## config.mk

```make
export PLATFORM = sky130hd
export DESIGN_NAME = mua_top
export DESIGN_NICKNAME = d
export VERILOG_FILES = /design/src/shared/mua_pkg.sv /design/src/logic/mua_top.sv
export SDC_FILE = /design/constraint.sdc
export NUM_CORES = 1
export LEC_CHECK = 0
export BUFFER_PORTS_ARGS = -buffer_cell sky130_fd_sc_hd__buf_2
export CORE_MARGIN = 10
export CORE_UTILIZATION = 50
export CTS_CLUSTER_DIAMETER = 150
export DETAILED_ROUTE_END_ITERATION = 6
export GPL_ROUTABILITY_DRIVEN = 0
export GPL_TIMING_DRIVEN = 0
export PLACE_DENSITY = 0.75
export SLEW_MARGIN = 25
export SYNTH_ARGS = -nofsm -noshare
export SYNTH_HDL_FRONTEND = slang
export SYNTH_SLANG_ARGS = --single-unit
```

## constraint.sdc

```tcl
create_clock -name REF_CLK_IN -period 4.27 [get_ports REF_CLK_IN]
set_input_delay 0.6405 -clock REF_CLK_IN [delete_from_list [all_inputs] [get_ports REF_CLK_IN]]
set_output_delay 0.6405 -clock REF_CLK_IN [all_outputs]
set_load 0.01 [all_outputs]
```

## src/shared/mua_pkg.sv

```systemverilog
// Purpose: constants for the user command and link monitor registers
// Assumes: 25 MHz core clock, 32-bit register port
// Notes:   offsets are byte addresses on the register port
package mua_pkg;
    // ********************************
    // register offsets
    // ********************************
    localparam logic [7:0] OFS_SLOT_A   = 8'h00;
    localparam logic [7:0] OFS_LINK_SEL = 8'h04;
    localparam logic [7:0] OFS_SLOT_B   = 8'h08;
    localparam logic [7:0] OFS_CTRL     = 8'h0C;
    localparam logic [7:0] OFS_IRQ_STAT = 8'h10;
    localparam logic [7:0] OFS_IRQ_MASK = 8'h14;
    // ********************************
    // command slot fields
    // ********************************
    localparam int POS_GO      = 31;
    localparam int POS_DIR     = 30;
    localparam int POS_ACK     = 29;
    localparam int POS_REG_HI  = 25;
    localparam int POS_REG_LO  = 21;
    localparam int POS_PHY_HI  = 20;
    localparam int POS_PHY_LO  = 16;
    // ********************************
    // link select, control, status fields
    // ********************************
    localparam int POS_SRC_SEL = 7;
    localparam int POS_LINK_IE = 6;
    localparam int POS_ENABLE  = 0;
    localparam int POS_LINK_UP = 8;
    localparam int EVT_DONE_A  = 0;
    localparam int EVT_DONE_B  = 1;
    localparam int EVT_LINK    = 2;
    localparam int NUM_EVT     = 3;
    // ********************************
    // reset values
    // ********************************
    localparam logic [7:0]  RST_LINK_SEL = 8'h00;
    localparam logic        RST_ENABLE   = 1'b0;
    localparam logic [2:0]  RST_MASK     = 3'h0;
    // ********************************
    // frame layout and link timing
    // ********************************
    localparam int CLK_PERIOD_NS  = 40;
    localparam int LINK_PERIOD_NS = 320;
    localparam int MDC_HALF_CYC   = LINK_PERIOD_NS / (2 * CLK_PERIOD_NS);
    localparam logic [2:0] PH_RISE = 3'(MDC_HALF_CYC - 1);
    localparam logic [2:0] PH_LAST = 3'(2 * MDC_HALF_CYC - 1);
    localparam logic [5:0] BIT_TA      = 6'h2E;
    localparam logic [5:0] BIT_ACK     = 6'h2F;
    localparam logic [5:0] BIT_DATA    = 6'h30;
    localparam logic [5:0] BIT_LAST    = 6'h3F;
    localparam logic [31:0] PREAMBLE   = 32'hFFFFFFFF;
    localparam logic [1:0]  START_CODE = 2'h1;
    localparam logic [1:0]  OP_READ    = 2'h2;
    localparam logic [1:0]  OP_WRITE   = 2'h1;
    localparam logic [1:0]  TA_WRITE   = 2'h2;
    localparam logic [1:0]  TA_READ    = 2'h3;
    localparam logic [4:0]  LINK_REG   = 5'h01;
    localparam int          POS_PHY_LINK = 2;
    localparam logic [1:0]  SEL_POLL   = 2'h2;
    typedef enum {ST_IDLE, ST_SHIFT, ST_FINISH} mua_state_e;
endpackage : mua_pkg

```

## src/logic/mua_top.sv

```systemverilog
// Purpose: user command slots and link monitor of a management bus master
// Assumes: register port strobes are one cycle, never both at once
// Notes:   MDC is made here by dividing the core clock
`timescale 1ns/1ns
`default_nettype none
module mua_top (
    input  wire logic        REF_CLK_IN,  // core clock
    input  wire logic        RESET_N_IN,  // async reset, low
    input  wire logic [7:0]  ADDR_IN,     // register byte address
    input  wire logic [31:0] WDATA_IN,    // write data
    input  wire logic        WR_IN,       // write strobe
    input  wire logic        RD_IN,       // read strobe
    output var  logic [31:0] RDATA_OUT,   // read data, next cycle
    output var  logic        IRQ_OUT,     // interrupt level
    output var  logic        MDC_OUT,     // management clock
    input  wire logic        MDIO_IN,     // data pin, input
    output var  logic        MDIO_OUT,    // data pin, output
    output var  logic        MDIO_OE_OUT  // data pin, drive enable
);
    import mua_pkg::*;

    // decode one register offset
    function automatic logic hit(input logic [7:0] a, input logic [7:0] ofs);
        hit = (a == ofs);
    endfunction : hit

    // ********************************
    // declarations
    // ********************************
    logic        go_r   [2];
    logic        dir_r  [2];
    logic        ack_r  [2];
    logic [4:0]  reg_r  [2];
    logic [4:0]  phy_r  [2];
    logic [15:0] data_r [2];
    logic [7:0]  link_sel_r;
    logic        enable_r;
    logic [2:0]  stat_r;
    logic [2:0]  stat_nxt;
    logic [2:0]  mask_r;
    logic        link_up_r;
    logic        s1_r;
    logic        s2_r;
    logic        s3_r;
    logic        mdio_q_r;
    mua_state_e  state_r;
    logic [2:0]  phase_r;
    logic [5:0]  bit_r;
    logic [63:0] frame_r;
    logic [1:0]  sel_r;
    logic        wr_op_r;
    logic        got_ack_r;
    logic [15:0] rd_sh_r;
    logic [31:0] rd_nxt;
    logic [2:0]  events;

    // ********************************
    // pin input synchroniser
    // ********************************
    // three stages; accept a level once stages two and three agree
    always_ff @(posedge REF_CLK_IN or negedge RESET_N_IN) begin
        if (!RESET_N_IN) begin
            s1_r     <= 1'b1;
            s2_r     <= 1'b1;
            s3_r     <= 1'b1;
            mdio_q_r <= 1'b1;
        end else begin
            s1_r <= MDIO_IN;
            s2_r <= s1_r;
            s3_r <= s2_r;
            if (s2_r == s3_r) begin
                mdio_q_r <= s3_r;
            end
        end
    end

    // ********************************
    // command slots
    // ********************************
    // software writes, launch and completion per slot
    always_ff @(posedge REF_CLK_IN or negedge RESET_N_IN) begin
        if (!RESET_N_IN) begin
            for (int i = 0; i < 2; i++) begin
                go_r[i]   <= 1'b0;
                dir_r[i]  <= 1'b0;
                ack_r[i]  <= 1'b0;
                reg_r[i]  <= 5'h00;
                phy_r[i]  <= 5'h00;
                data_r[i] <= 16'h0000;
            end
        end else begin
            for (int i = 0; i < 2; i++) begin
                // pending slot ignores every write
                if (WR_IN && !go_r[i] &&
                    hit(ADDR_IN, (i == 0) ? OFS_SLOT_A : OFS_SLOT_B)) begin
                    go_r[i]   <= WDATA_IN[POS_GO] & enable_r;
                    dir_r[i]  <= WDATA_IN[POS_DIR];
                    ack_r[i]  <= WDATA_IN[POS_ACK];
                    reg_r[i]  <= WDATA_IN[POS_REG_HI:POS_REG_LO];
                    phy_r[i]  <= WDATA_IN[POS_PHY_HI:POS_PHY_LO];
                    data_r[i] <= WDATA_IN[15:0];
                end
                // access over: clear go, store read result
                if (state_r == ST_FINISH && sel_r == 2'(i)) begin
                    go_r[i] <= 1'b0;
                    if (!wr_op_r) begin
                        ack_r[i] <= got_ack_r;
                        if (got_ack_r) begin
                            data_r[i] <= rd_sh_r;
                        end
                    end
                end
            end
        end
    end

    // ********************************
    // control, link select and mask registers
    // ********************************
    always_ff @(posedge REF_CLK_IN or negedge RESET_N_IN) begin
        if (!RESET_N_IN) begin
            link_sel_r <= RST_LINK_SEL;
            enable_r   <= RST_ENABLE;
            mask_r     <= RST_MASK;
        end else if (WR_IN) begin
            if (hit(ADDR_IN, OFS_LINK_SEL)) begin
                link_sel_r <= {WDATA_IN[7:6], 1'b0, WDATA_IN[4:0]};
            end
            if (hit(ADDR_IN, OFS_CTRL)) begin
                enable_r <= WDATA_IN[POS_ENABLE];
            end
            if (hit(ADDR_IN, OFS_IRQ_MASK)) begin
                mask_r <= WDATA_IN[NUM_EVT-1:0];
            end
        end
    end

    // ********************************
    // frame engine
    // ********************************
    // picks slot a, then slot b, else polls the monitored PHY
    always_ff @(posedge REF_CLK_IN or negedge RESET_N_IN) begin
        if (!RESET_N_IN) begin
            state_r     <= ST_IDLE;
            phase_r     <= 3'h0;
            bit_r       <= 6'h00;
            frame_r     <= 64'h0;
            sel_r       <= 2'h0;
            wr_op_r     <= 1'b0;
            got_ack_r   <= 1'b0;
            rd_sh_r     <= 16'h0000;
            MDC_OUT     <= 1'b0;
            MDIO_OUT    <= 1'b1;
            MDIO_OE_OUT <= 1'b0;
        end else begin
            case (state_r)
                ST_IDLE: begin
                    phase_r   <= 3'h0;
                    bit_r     <= 6'h00;
                    got_ack_r <= 1'b0;
                    if (enable_r) begin
                        state_r     <= ST_SHIFT;
                        MDIO_OE_OUT <= 1'b1;
                        MDIO_OUT    <= PREAMBLE[31];
                        if (go_r[0]) begin
                            sel_r   <= 2'h0;
                            wr_op_r <= dir_r[0];
                            frame_r <= {PREAMBLE, START_CODE,
                                        dir_r[0] ? OP_WRITE : OP_READ,
                                        phy_r[0], reg_r[0],
                                        dir_r[0] ? TA_WRITE : TA_READ,
                                        data_r[0]};
                        end else if (go_r[1]) begin
                            sel_r   <= 2'h1;
                            wr_op_r <= dir_r[1];
                            frame_r <= {PREAMBLE, START_CODE,
                                        dir_r[1] ? OP_WRITE : OP_READ,
                                        phy_r[1], reg_r[1],
                                        dir_r[1] ? TA_WRITE : TA_READ,
                                        data_r[1]};
                        end else begin
                            sel_r   <= SEL_POLL;
                            wr_op_r <= 1'b0;
                            frame_r <= {PREAMBLE, START_CODE, OP_READ,
                                        link_sel_r[4:0], LINK_REG,
                                        TA_READ, 16'hFFFF};
                        end
                    end
                end
                ST_SHIFT: begin
                    phase_r <= phase_r + 3'h1;
                    if (phase_r == PH_RISE) begin
                        MDC_OUT <= 1'b1;
                    end
                    if (phase_r == PH_LAST) begin
                        // sample just before the falling edge
                        phase_r <= 3'h0;
                        MDC_OUT <= 1'b0;
                        if (bit_r == BIT_ACK) begin
                            got_ack_r <= !mdio_q_r;
                        end
                        if (bit_r >= BIT_DATA) begin
                            rd_sh_r <= {rd_sh_r[14:0], mdio_q_r};
                        end
                        if (bit_r == BIT_LAST) begin
                            state_r     <= ST_FINISH;
                            MDIO_OE_OUT <= 1'b0;
                            MDIO_OUT    <= 1'b1;
                        end else begin
                            bit_r       <= bit_r + 6'h01;
                            frame_r     <= {frame_r[62:0], 1'b1};
                            MDIO_OUT    <= frame_r[62];
                            MDIO_OE_OUT <= wr_op_r || (bit_r + 6'h01 < BIT_TA);
                        end
                    end
                end
                ST_FINISH: begin
                    state_r <= ST_IDLE;
                end
                default: begin
                    state_r <= ST_IDLE;
                end
            endcase
        end
    end

    // ********************************
    // link monitor
    // ********************************
    // keeps the last polled link bit of the monitored PHY
    always_ff @(posedge REF_CLK_IN or negedge RESET_N_IN) begin
        if (!RESET_N_IN) begin
            link_up_r <= 1'b0;
        end else if (state_r == ST_FINISH && sel_r == SEL_POLL && got_ack_r) begin
            link_up_r <= rd_sh_r[POS_PHY_LINK];
        end
    end

    // ********************************
    // events and interrupt
    // ********************************
    // done events per slot, link change only when enabled
    always_comb begin
        events = 3'h0;
        if (state_r == ST_FINISH) begin
            events[EVT_DONE_A] = (sel_r == 2'h0);
            events[EVT_DONE_B] = (sel_r == 2'h1);
            events[EVT_LINK]   = (sel_r == SEL_POLL) && got_ack_r &&
                                 (rd_sh_r[POS_PHY_LINK] != link_up_r) &&
                                 link_sel_r[POS_LINK_IE];
        end
        // write one clears; a new event in the same cycle wins
        stat_nxt = stat_r;
        if (WR_IN && hit(ADDR_IN, OFS_IRQ_STAT)) begin
            stat_nxt = stat_r & ~WDATA_IN[NUM_EVT-1:0];
        end
        stat_nxt = stat_nxt | events;
    end

    // sticky status and masked interrupt level
    always_ff @(posedge REF_CLK_IN or negedge RESET_N_IN) begin
        if (!RESET_N_IN) begin
            stat_r  <= 3'h0;
            IRQ_OUT <= 1'b0;
        end else begin
            stat_r  <= stat_nxt;
            IRQ_OUT <= |(stat_nxt & mask_r);
        end
    end

    // ********************************
    // read port
    // ********************************
    always_comb begin
        rd_nxt = 32'h0;
        case (ADDR_IN)
            OFS_SLOT_A, OFS_SLOT_B: begin
                for (int i = 0; i < 2; i++) begin
                    if (hit(ADDR_IN, (i == 0) ? OFS_SLOT_A : OFS_SLOT_B)) begin
                        rd_nxt = {go_r[i], dir_r[i], ack_r[i], 3'h0,
                                  reg_r[i], phy_r[i], data_r[i]};
                    end
                end
            end
            OFS_LINK_SEL: rd_nxt = {24'h0, link_sel_r};
            OFS_CTRL: begin
                rd_nxt[POS_ENABLE]  = enable_r;
                rd_nxt[POS_LINK_UP] = link_up_r;
            end
            OFS_IRQ_STAT: rd_nxt = {29'h0, stat_r};
            OFS_IRQ_MASK: rd_nxt = {29'h0, mask_r};
            default: rd_nxt = 32'h0;
        endcase
    end

    // data stands only in the cycle after the read strobe
    always_ff @(posedge REF_CLK_IN or negedge RESET_N_IN) begin
        if (!RESET_N_IN) begin
            RDATA_OUT <= 32'h0;
        end else begin
            RDATA_OUT <= RD_IN ? rd_nxt : 32'h0;
        end
    end
endmodule : mua_top
`default_nettype wire

```

; ---- Word level (Yosys, flattened, before mapping)
; Cells that the tools add are included.
[word_totals]
reg_bits = 237
in_bits = 45
elab_cells = 161
[classes]
addsub = 2
n_lt_le_gt_ge = 2
eq_ne = 20
muxes = 62
n_bitwise = 5
reduce_logical = 36
[ops]
columns = operator, count
row1 = 32-bit 2-to-1 mux, 6
row2 = 63-bit 2-to-1 mux, 3
row3 = 16-bit 2-to-1 mux, 8
row4 = 63-bit case mux with 2 select lines, 1
row5 = 32-bit case mux with 2 select lines, 1
row6 = 30-bit 2-to-1 mux, 2
row7 = 32-bit by 1-bit equality test with 1-bit output (second input constant), 1
row8 = 32-bit by 3-bit equality test with 1-bit output (second input constant), 1
row9 = 32-bit zero test, 1
row10 = 7-bit case mux with 4 select lines, 1
row11 = 1-bit 2-to-1 mux, 23
row12 = 23-bit 2-to-1 mux, 1
row13 = 8-bit by 4-bit equality test with 1-bit output (second input constant), 2
row14 = 8-bit by 5-bit equality test with 1-bit output (second input constant), 2
row15 = 3-bit AND reduction, 5
row16 = 6-bit equality test (second input constant), 2
row17 = 1-bit logical AND, 12
row18 = 6-bit 2-to-1 mux, 2
row19 = 6-bit case mux with 2 select lines, 1
row20 = 2-bit inequality test (second input constant), 5
row21 = 2-bit AND reduction, 5
row22 = 3-bit 2-to-1 mux, 3
row23 = 8-bit by 3-bit equality test with 1-bit output (second input constant), 1
row24 = 8-bit zero test, 1
row25 = 25 further kinds, 37

; ---- Longest topological paths before layout
; Gate-level depths: netlist of the first run.
[logic_depth]
word_depth = 8
mapped_depth = 8
ltp_nobuf = 6

; ---- Worst setup path after synthesis of the first run
; OpenSTA, ideal clock, no wires.
[synth_timing]
path_type = input port to flip-flop
start = in ADDR_IN[4]
end = reg data_r[10] in the netlist's numbering
t_arrival_ps = 2413
required_time_ps = 4133
path_slack_ps = 1720
cell_stages = 8
n_path_buf = 4
path_cell_list = buf_6 -> or4_4 -> buf_6 -> or4_4 -> buf_6 -> buf_6 -> mux2i_1 -> a21oi_1
[synth_via]
elab_chain_cells = 6
[synth_lines]
columns = item, line
row1 = start: declaration, mua_top.sv:9  ; input wire logic [7:0] ADDR_IN,
row2 = 8-bit by 4-bit equality test with 1-bit output *, mua_top.sv:24  ; hit = (a == ofs);
row3 = 1-bit logical AND *, mua_top.sv:94  ; if (WR_IN && !go_r[i] &&
row4 = 16-bit 2-to-1 mux *, mua_top.sv:94
row5 = 16-bit 2-to-1 mux, mua_top.sv:108  ; if (got_ack_r) begin
row6 = 16-bit 2-to-1 mux, mua_top.sv:106  ; if (!wr_op_r) begin
row7 = 16-bit 2-to-1 mux *, mua_top.sv:104  ; if (state_r == ST_FINISH && sel_r == 2'(i)) begin
row8 = end signal: indexed assignment, mua_top.sv:101  ; data_r[i] <= WDATA_IN[15:0];
row9 = end signal: indexed assignment, mua_top.sv:109  ; data_r[i] <= rd_sh_r;
row10 = end: declaration, mua_top.sv:35  ; logic [15:0] data_r [2];
; Mark *: on every way between the ends. The rest lies on a longest branch, timed or not.
; A chain may end at the register's enable or synchronous reset.

; ---- Final worst setup path of the first run
[layout_timing]
start = reg phase_r[0]
end = reg frame_r[59]
[layout_via]
elab_chain_cells = 3
[layout_lines]
columns = item, line
row1 = start: declaration, mua_top.sv:47  ; logic [2:0] phase_r;
row2 = start signal: assignment, mua_top.sv:191  ; phase_r <= phase_r + 3'h1;
row3 = 3-bit equality test, mua_top.sv:195  ; if (phase_r == PH_LAST) begin
row4 = 2-bit inequality test (no line), n/a
row5 = 4-bit AND reduction (no line), n/a
row6 = end signal: assignment, mua_top.sv:176  ; frame_r <= {PREAMBLE, START_CODE,
row7 = end signal: assignment, mua_top.sv:184  ; frame_r <= {PREAMBLE, START_CODE, OP_READ,
row8 = end signal: assignment, mua_top.sv:211  ; frame_r <= {frame_r[62:0], 1'b1};
row9 = end: declaration, mua_top.sv:49  ; logic [63:0] frame_r;
; No other way between the ends.

==> summary by stage, run 1 <==
Run
Across the run, the number of max-cap violations was 0.

Clocking
After clock tree synthesis, the clock-pin slew on the worst setup and hold paths is 0.06 ns. Once the clock tree was built, the resizer swapped 0 gates to a different size. The maximum clock insertion buffer count is 3. The number of setup buffers added after CTS is 0.

Clock tree synthesis inserted a total of 22 buffers. The CTS tree is yes. CTS placed an instance of sky130_fd_sc_hd__clkbuf_16 at the clock tree root. The insertion delay of the later-clocked pin in the worst-skew pair is 0.51 ns.

For this design, the sink count on the clock tree is 204. The number of buffers added to fix hold violations after cts is 0. The deepest level of the CTS H-tree is 1.

Worst setup path
The worst setup path category is reg2reg. The data arrival time of the worst path is 3.68 ns. The worst stage delay on the critical path is 0.71 ns.

The signal on the critical path passes through ha_1, ha_1, clkbuf_1, nand3b_1, o21ai_1, clkbuf_1, clkbuf_1, a21oi_1. STA classifies the critical path endpoint as a flip-flop. STA puts the critical path data required time at 4.64 ns. The most prevalent standard cell on the critical path is sky130_fd_sc_hd__clkbuf_1. Along the worst path, the maximum fanout reaches 10. STA classifies the critical path startpoint as a flip-flop. The standard cell with the maximum stage delay on the critical path is sky130_fd_sc_hd__o21ai_1.

Global routing
The number of global-route vias before repair is 7234. The number of antenna violations at the first check in global routing was 1. The layer carrying the most global-route usage is met2.

Global routing used 19.6% of the available tracks. The met3 routing resource usage after global routing is 3.86%. The remaining global-route overflow is 0. The fraction of met2 tracks used by global routing is 31.9%.

The pin count of the biggest net entering global routing is 81. The first-pass GRT wire length is 38800 um. The met1 track demand over resource is 25.4%.

Layout
The filler-free cell count of the finished design is 1207. Cells fill 59.2% of the core in the end. The final-layout fill cell count is 1481. The flip-flop and latch area is 0.00511 mm^2.

The layout-stage area growth over the synthesis result is 15.9%. The final net count is 1011. The multi-input combinational cell area is 0.00380 mm^2.

The layout cell share with drive strength beyond 1 is 22.4%.

Timing
Across all setup checks in the final design, the least slack found is 0.954 ns. The slew at the pin with the worst max-slew slack is 0.938 ns. The top achievable clock speed is 302 MHz.

The number of max-slew violations in the final report is 0. The worst path uses 77.7% of the clock period. Setup repair after global routing left no endpoint under its margin. The final hold violation count is 0. On the final layout, the worst hold slack is 0.0274 ns. Adding up every negative setup slack in the final design gives 0 ns. On the final layout, the worst clock skew is 0.0109 ns.

The worst pin sits at a relative slew slack of 36.6%. The post-layout minimum cycle time is 3.32 ns. The number of failing setup endpoints in the final timing report is 0.

Synth
The proportion of register bits with asynchronous set or reset after synthesis is 100%. Summing every instance area after synthesis gives 0.00925 mm^2. Synthesis produced a netlist whose cell count is 862. By area the synthesized netlist is led by sky130_fd_sc_hd__dfrtp_1, sky130_fd_sc_hd__mux2_2, sky130_fd_sc_hd__a21oi_1. The flip-flop and latch count after synthesis is 204. The flip-flop cell with the highest count after synthesis is sky130_fd_sc_hd__dfrtp_1. The number of unique standard cell types used by synthesis is 61.

The area share of and/or/nand/nor cells after synthesis is 13.1%. The post-synthesis average cell area is 10.7 um^2. The xor-xnor portion of the synthesized cell area is 0.0947%. After synthesis, the largest area contributor takes up 53.9% of total cell area. sky130_fd_sc_hd__dfrtp_1 takes more of the synthesized area than any other cell. By area, the combinational part of the netlist is dominated by multiplexers.

After Yosys synthesis, full adders, half adders and majority gates account for 0.650% of the synthesized area. The sequential element share of the synthesized area is 55.3%. Counting instances in the post-synthesis netlist gives the leading cell types as sky130_fd_sc_hd__dfrtp_1, sky130_fd_sc_hd__nor2_1, sky130_fd_sc_hd__a21oi_1. The count of warnings emitted by yosys is 0. In the synthesized netlist, mux cells make up 14.7% of the area.

The synthesized netlist devotes 12.5% of its cell area to compound gates. The most numerous cell in the Yosys netlist is sky130_fd_sc_hd__dfrtp_1. In this run, synthesis inferred 0 flip-flops with an integrated enable.

Hold path
The path type of the worst min-delay path is in2async.

Floorplanning
81 I/O pins were placed. From left edge to right edge, the die measures 156 um. The die outline area is 0.0243 mm^2. Measured along the y axis, the die boundary spans 156 um. After floorplanning, the core was sized to cover 0.0181 mm^2. After floorplanning, the core was divided into 49 placement rows. For this configuration, the core starts out at a cell density of 51.1%.

Drt
The detailed-route wire length per cell is 19.8 um. The first detailed-routing pass took 5 iterations. The detail-routed via count per cell is 5.93. After detailed routing, the total wire length is 23900 um. For this block, the via count after detailed routing is 7161. After detailed routing, the number of remaining DRC violations is 0. The number of routed nets with antenna violations is 0. After the first detailed-routing iteration, the DRC count stood at 603.

Pwr
The maximum resistive drop on vdd is 0.000299 V. The power density over cell area is 518 mW/mm^2. Summed over all cells, the static leakage comes to 4.88 nW.

Run status
The run finished with clean final reports.

Placement
The total instance count after detailed placement is 1167. During placement, the flow inserted port buffers numbering 72. The post-DP HPWL is 16700 um. The worst-case setup slack after placement is 1.04 ns.
[layer usage]
metal  routed length, um  part of all wire, %
met1               10000                   42
met2               11500                   48
met3                1520                  6.3
met4                 847                  3.5
met5                   0                    0
[worst paths after layout]
check / from / endpoint / slack [ns] / depth (start not counted)
min reg2reg: s1_r / s2_r / 0.36 / 0
max in group asynchronous: RESET_N_IN / frame_r[12] / 3.12 / 3
max reg2reg: phase_r[0] / frame_r[59] / 0.95 / 8
max: phase_r[0] / frame_r[59] / 0.95 / 8
min: RESET_N_IN / frame_r[52] / 0.03 / 1
min in group REF_CLK_IN: MDIO_IN / s1_r / 0.23 / 1
[state kept, by name, summed over array words and instances, names as in the netlist, 2 cells and up]
name	flops
phy_r	10
phase_r	3
reg_r	10
RDATA_OUT	29
mask_r	3
stat_r	3
go_r	2
dir_r	2
ack_r	2
link_sel_r	7
rd_sh_r	16
sel_r	2
state_r	2
frame_r	63
data_r	32
bit_r	6
[area by class of cell]
type | instances | share of cell area [%]
inverter | 8 | 0.280
timing repair buffer | 74 | 3.97
antenna | 2 | 0.0467
clock inverter | 9 | 1.28
multi-input combinational | 586 | 35.5
sequential | 204 | 47.7
tap | 229 | 2.67
clock buffer | 29 | 5.66
buffer | 66 | 2.88
[worst max-delay path: cells and delay by family, from the launching register on]
family	cells	cell delay, ns
AOI/OAI and AO/OA	2	0.84
adders and majority gates	2	0.30
buffers and inverters	3	1.30
DFF	1	0.41
and+or+nand+nor	1	0.32
[cell usage in the layout (no fill, tap or decap), types with 3 or more instances in the layout]
master,n
sky130_fd_sc_hd__a21oi_1,101
sky130_fd_sc_hd__a221oi_1,4
sky130_fd_sc_hd__a22o_1,3
sky130_fd_sc_hd__a22oi_1,7
sky130_fd_sc_hd__a31oi_1,9
sky130_fd_sc_hd__buf_2,72
sky130_fd_sc_hd__buf_4,6
sky130_fd_sc_hd__buf_6,5
sky130_fd_sc_hd__bufinv_16,3
sky130_fd_sc_hd__clkbuf_1,57
sky130_fd_sc_hd__clkbuf_16,22
sky130_fd_sc_hd__clkbuf_8,3
sky130_fd_sc_hd__clkinv_2,3
sky130_fd_sc_hd__conb_1,3
sky130_fd_sc_hd__dfrtp_1,199
sky130_fd_sc_hd__dfstp_2,5
sky130_fd_sc_hd__ha_1,4
sky130_fd_sc_hd__inv_1,7
sky130_fd_sc_hd__mux2_2,74
sky130_fd_sc_hd__mux2i_1,48
sky130_fd_sc_hd__nand2_1,58
sky130_fd_sc_hd__nand2b_1,3
sky130_fd_sc_hd__nand3_1,7
sky130_fd_sc_hd__nand3b_1,6
sky130_fd_sc_hd__nand4_1,3
sky130_fd_sc_hd__nor2_1,110
sky130_fd_sc_hd__nor2b_1,5
sky130_fd_sc_hd__nor3_1,43
sky130_fd_sc_hd__nor4b_1,4
sky130_fd_sc_hd__o211ai_1,5
sky130_fd_sc_hd__o21ai_0,19
sky130_fd_sc_hd__o221a_2,9
sky130_fd_sc_hd__o22ai_1,19
sky130_fd_sc_hd__or3_1,4
[cell families after synthesis]
logic type      count (synthesis)
simple gates                  262
flops                         204
compound gates                191
mux                           124
buf+inv                        74
fa+ha+maj                       5
other cells                     1
xor+xnor                        1
[power by group]
part	internal [W]	total, W	switching [W]
Clock	0.00118	0.00196	0.000779
Combinational	0.000457	0.00106	0.000604
Sequential	0.00230	0.00252	0.000218
[stage by stage]
step	power [W]	instance area, um^2
2_1_floorplan	0.00326	9250
3_3_place_gp	0.00354	9900
3_5_place_dp	0.00360	9970
4_1_cts	0.00557	10700
5_1_grt	0.00584	10700
6_report	0.00555	10700
Note: power is estimated with default switching activity, not from simulation.
==> inputs of run 2 (changes only) <==
==> constraint.sdc (replaced) <==
create_clock -name REF_CLK_IN -period 3.4 [get_ports REF_CLK_IN]
set_input_delay 0.51 -clock REF_CLK_IN [delete_from_list [all_inputs] [get_ports REF_CLK_IN]]
set_output_delay 0.51 -clock REF_CLK_IN [all_outputs]
set_load 0.01 [all_outputs]
==> summary by stage, run 2 (synthesized netlist as in run 1, its figures left out) <==
Run status
The flow ran to the end, and the final reports show no timing, DRC or antenna violations.

Drt
The count of routing violations after the opening detailed-route iteration is 629. The detail route stage leaves a number of antenna-violating nets equal to 0. The detailed-route wire length per cell is 19.8 um. Across all layers, the routed design uses 7160 vias. The overall routed net length is 23900 um. The detail-routed via count per cell is 5.93. The post-route DRC violation count is 0. The first TritonRoute pass finished after 5 iterations.

Worst setup path
The required time of the critical path is 3.76 ns. STA puts the critical path data arrival time at 3.47 ns. The worst setup path is launched from a flip-flop. By startpoint and endpoint, the worst setup path is classified as reg2reg. The endpoint kind of the worst setup timing path is a flip-flop. The worst-path maximum fanout is 10.

Floorplanning
The number of top-level pins is 81. The die outline area is 0.0243 mm^2. The core area is 0.0181 mm^2. Measured along the x axis, the die boundary spans 156 um. The floorplan has 49 rows. Once the floorplan was initialized, standard cells occupied 51.1% of the core. The die height is 156 um.

Timing
The number of failing setup endpoints in the final timing report is 0. The worst hold margin is 0.0993 ns. The number of max-slew violations in the final report was 0. The final critical path takes up 91.4% of the cycle. The top achievable clock speed is 322 MHz. Measured against its own limit, the worst slew margin works out to 35.9%. Setup repair after global routing left no endpoint under its margin.

The post-route clock skew is 0.0102 ns. The post-layout minimum cycle time is 3.11 ns. The final hold violation count was 0. The slew at the pin with the worst max-slew slack is 0.948 ns.

Adding up every negative setup slack in the final design gives 0 ns.

Global routing
The remaining global-route overflow is 0. Entering global routing, the biggest net connects 81 pins. The first global-routing pass estimated 38900 um of wire. The number of global-route vias before repair is 7239. In the global route stage, overall resource usage came out at 19.6%.

The number of antenna violations at the first check in global routing is 1.

Layout
The largest registers in the layout are frame_r (63), data_r (32), RDATA_OUT (29). The most common cell after layout, fill and taps aside is sky130_fd_sc_hd__dfrtp_1. The final layout contains 1012 nets. Of the cells placed in the final design, the portion with a size suffix greater than 1 is 22.5%.

The register with the most flip-flops in the layout has 63 of them. After routing the design area is 0.0107 mm^2. In the layout the commonest cells are sky130_fd_sc_hd__dfrtp_1, sky130_fd_sc_hd__nor2_1, sky130_fd_sc_hd__a21oi_1, sky130_fd_sc_hd__mux2_2, sky130_fd_sc_hd__buf_2. Ranked by flip-flop count, first place goes to frame_r. The layout-stage area growth over the synthesis result is 16.0%.

Run
The max-cap violation count is 0.

Clocking
The deepest level of the CTS H-tree is 1. The clock transition time at the flip-flop clock pins of the worst setup and hold paths is 0.06 ns. The tree is rooted in a sky130_fd_sc_hd__clkbuf_16. The clock sink count is 204. No sink is reached through more buffers than the 3 on the longest clock path.

The clock reaches the later pin of the worst-skew pair after 0.51 ns. In this run, CTS created clock tree buffers numbering 22. The CTS tree is yes.

Pwr
Across the VDD grid, the largest voltage drop is 0.000373 V. The power density over cell area is 650 mW/mm^2. The leakage power of the design is 4.89 nW. Power comes to 0.00697 W.

Placement
The placed instance area is 0.00997 mm^2. The number of port buffers is 72. The wire-length estimate of the detail-placed layout is 16700 um.

Hold path
The path type of the worst min-delay path is in2reg.
==> run 2: final cells by class <==
class,instances,area [um^2]
fillers,1480,7360
flip-flops and latches,204,5110
multi-input cells,586,3810
clock buffers,29,607
repair buffers,75,435
plain buffers,66,309
well taps,229,287
clock inverters,9,138
inverters,8,30.0
diodes,2,5.00
==> run 2: critical path, stage by stage, from the launching register on <==
cell,delay [ns]
sky130_fd_sc_hd__dfrtp_1,0.41
sky130_fd_sc_hd__ha_1,0.17
sky130_fd_sc_hd__ha_1,0.13
sky130_fd_sc_hd__clkbuf_1,0.36
sky130_fd_sc_hd__nand3b_1,0.34
sky130_fd_sc_hd__o21ai_2,0.50
sky130_fd_sc_hd__clkbuf_1,0.53
sky130_fd_sc_hd__clkbuf_1,0.40
sky130_fd_sc_hd__a21oi_1,0.13
==> run 2: per-stage QoR <==
stage / std cells / setup slack (ns) / utilization (%)
2_1_floorplan: 864 / 0.980 / -
3_3_place_gp: 1165 / -1.57 / 54.7
3_5_place_dp: 1167 / 0.170 / 55.1
4_1_cts: 1206 / 0.119 / 59.3
5_1_grt: 1206 / 0.00296 / 59.3
6_report: 1208 / 0.293 / 59.3
==> run 2: worst paths after layout <==
path                               end        from  slack (ns)  cells after the start
max                        frame_r[49]  phase_r[0]        0.29                      8
max in group asynchronous  frame_r[12]  RESET_N_IN        1.79                      4
min in group asynchronous  frame_r[52]  RESET_N_IN        0.49                      2
max reg2reg                frame_r[49]  phase_r[0]        0.29                      8
min reg2reg                       s2_r        s1_r        0.36                      0
min                               s1_r     MDIO_IN         0.1                      1
==> run 2: report_power, final <==
part / switching [W] / internal (W) / total, W
clock network: 0.000985 / 0.00149 / 0.00247
registers: 0.000273 / 0.00289 / 0.00317
logic: 0.000757 / 0.000575 / 0.00133
==> run 2: repair_timing <==
item | CTS | global route
endpoints found under the hold margin | 42 | 0
setup buffers | 0 | 0
resized for setup | 0 | 1
hold buffers | 1 | 0
setup endpoints to repair | 0 | 30
==> run 2: routing by layer <==
| metal | part of all wire [%] | wire length, um | GRT usage (%) | vias to the layer above |
|---|---|---|---|---|
| li1 | - | - | - | 3291 |
| met1 | 42 | 10100 | 25.4 | 3562 |
| met2 | 48 | 11500 | 32.0 | 253 |
| met3 | 6.4 | 1530 | 3.83 | 54 |
| met4 | 3.4 | 816 | 7.28 | 0 |
| met5 | 0 | 0 | 0 | - |
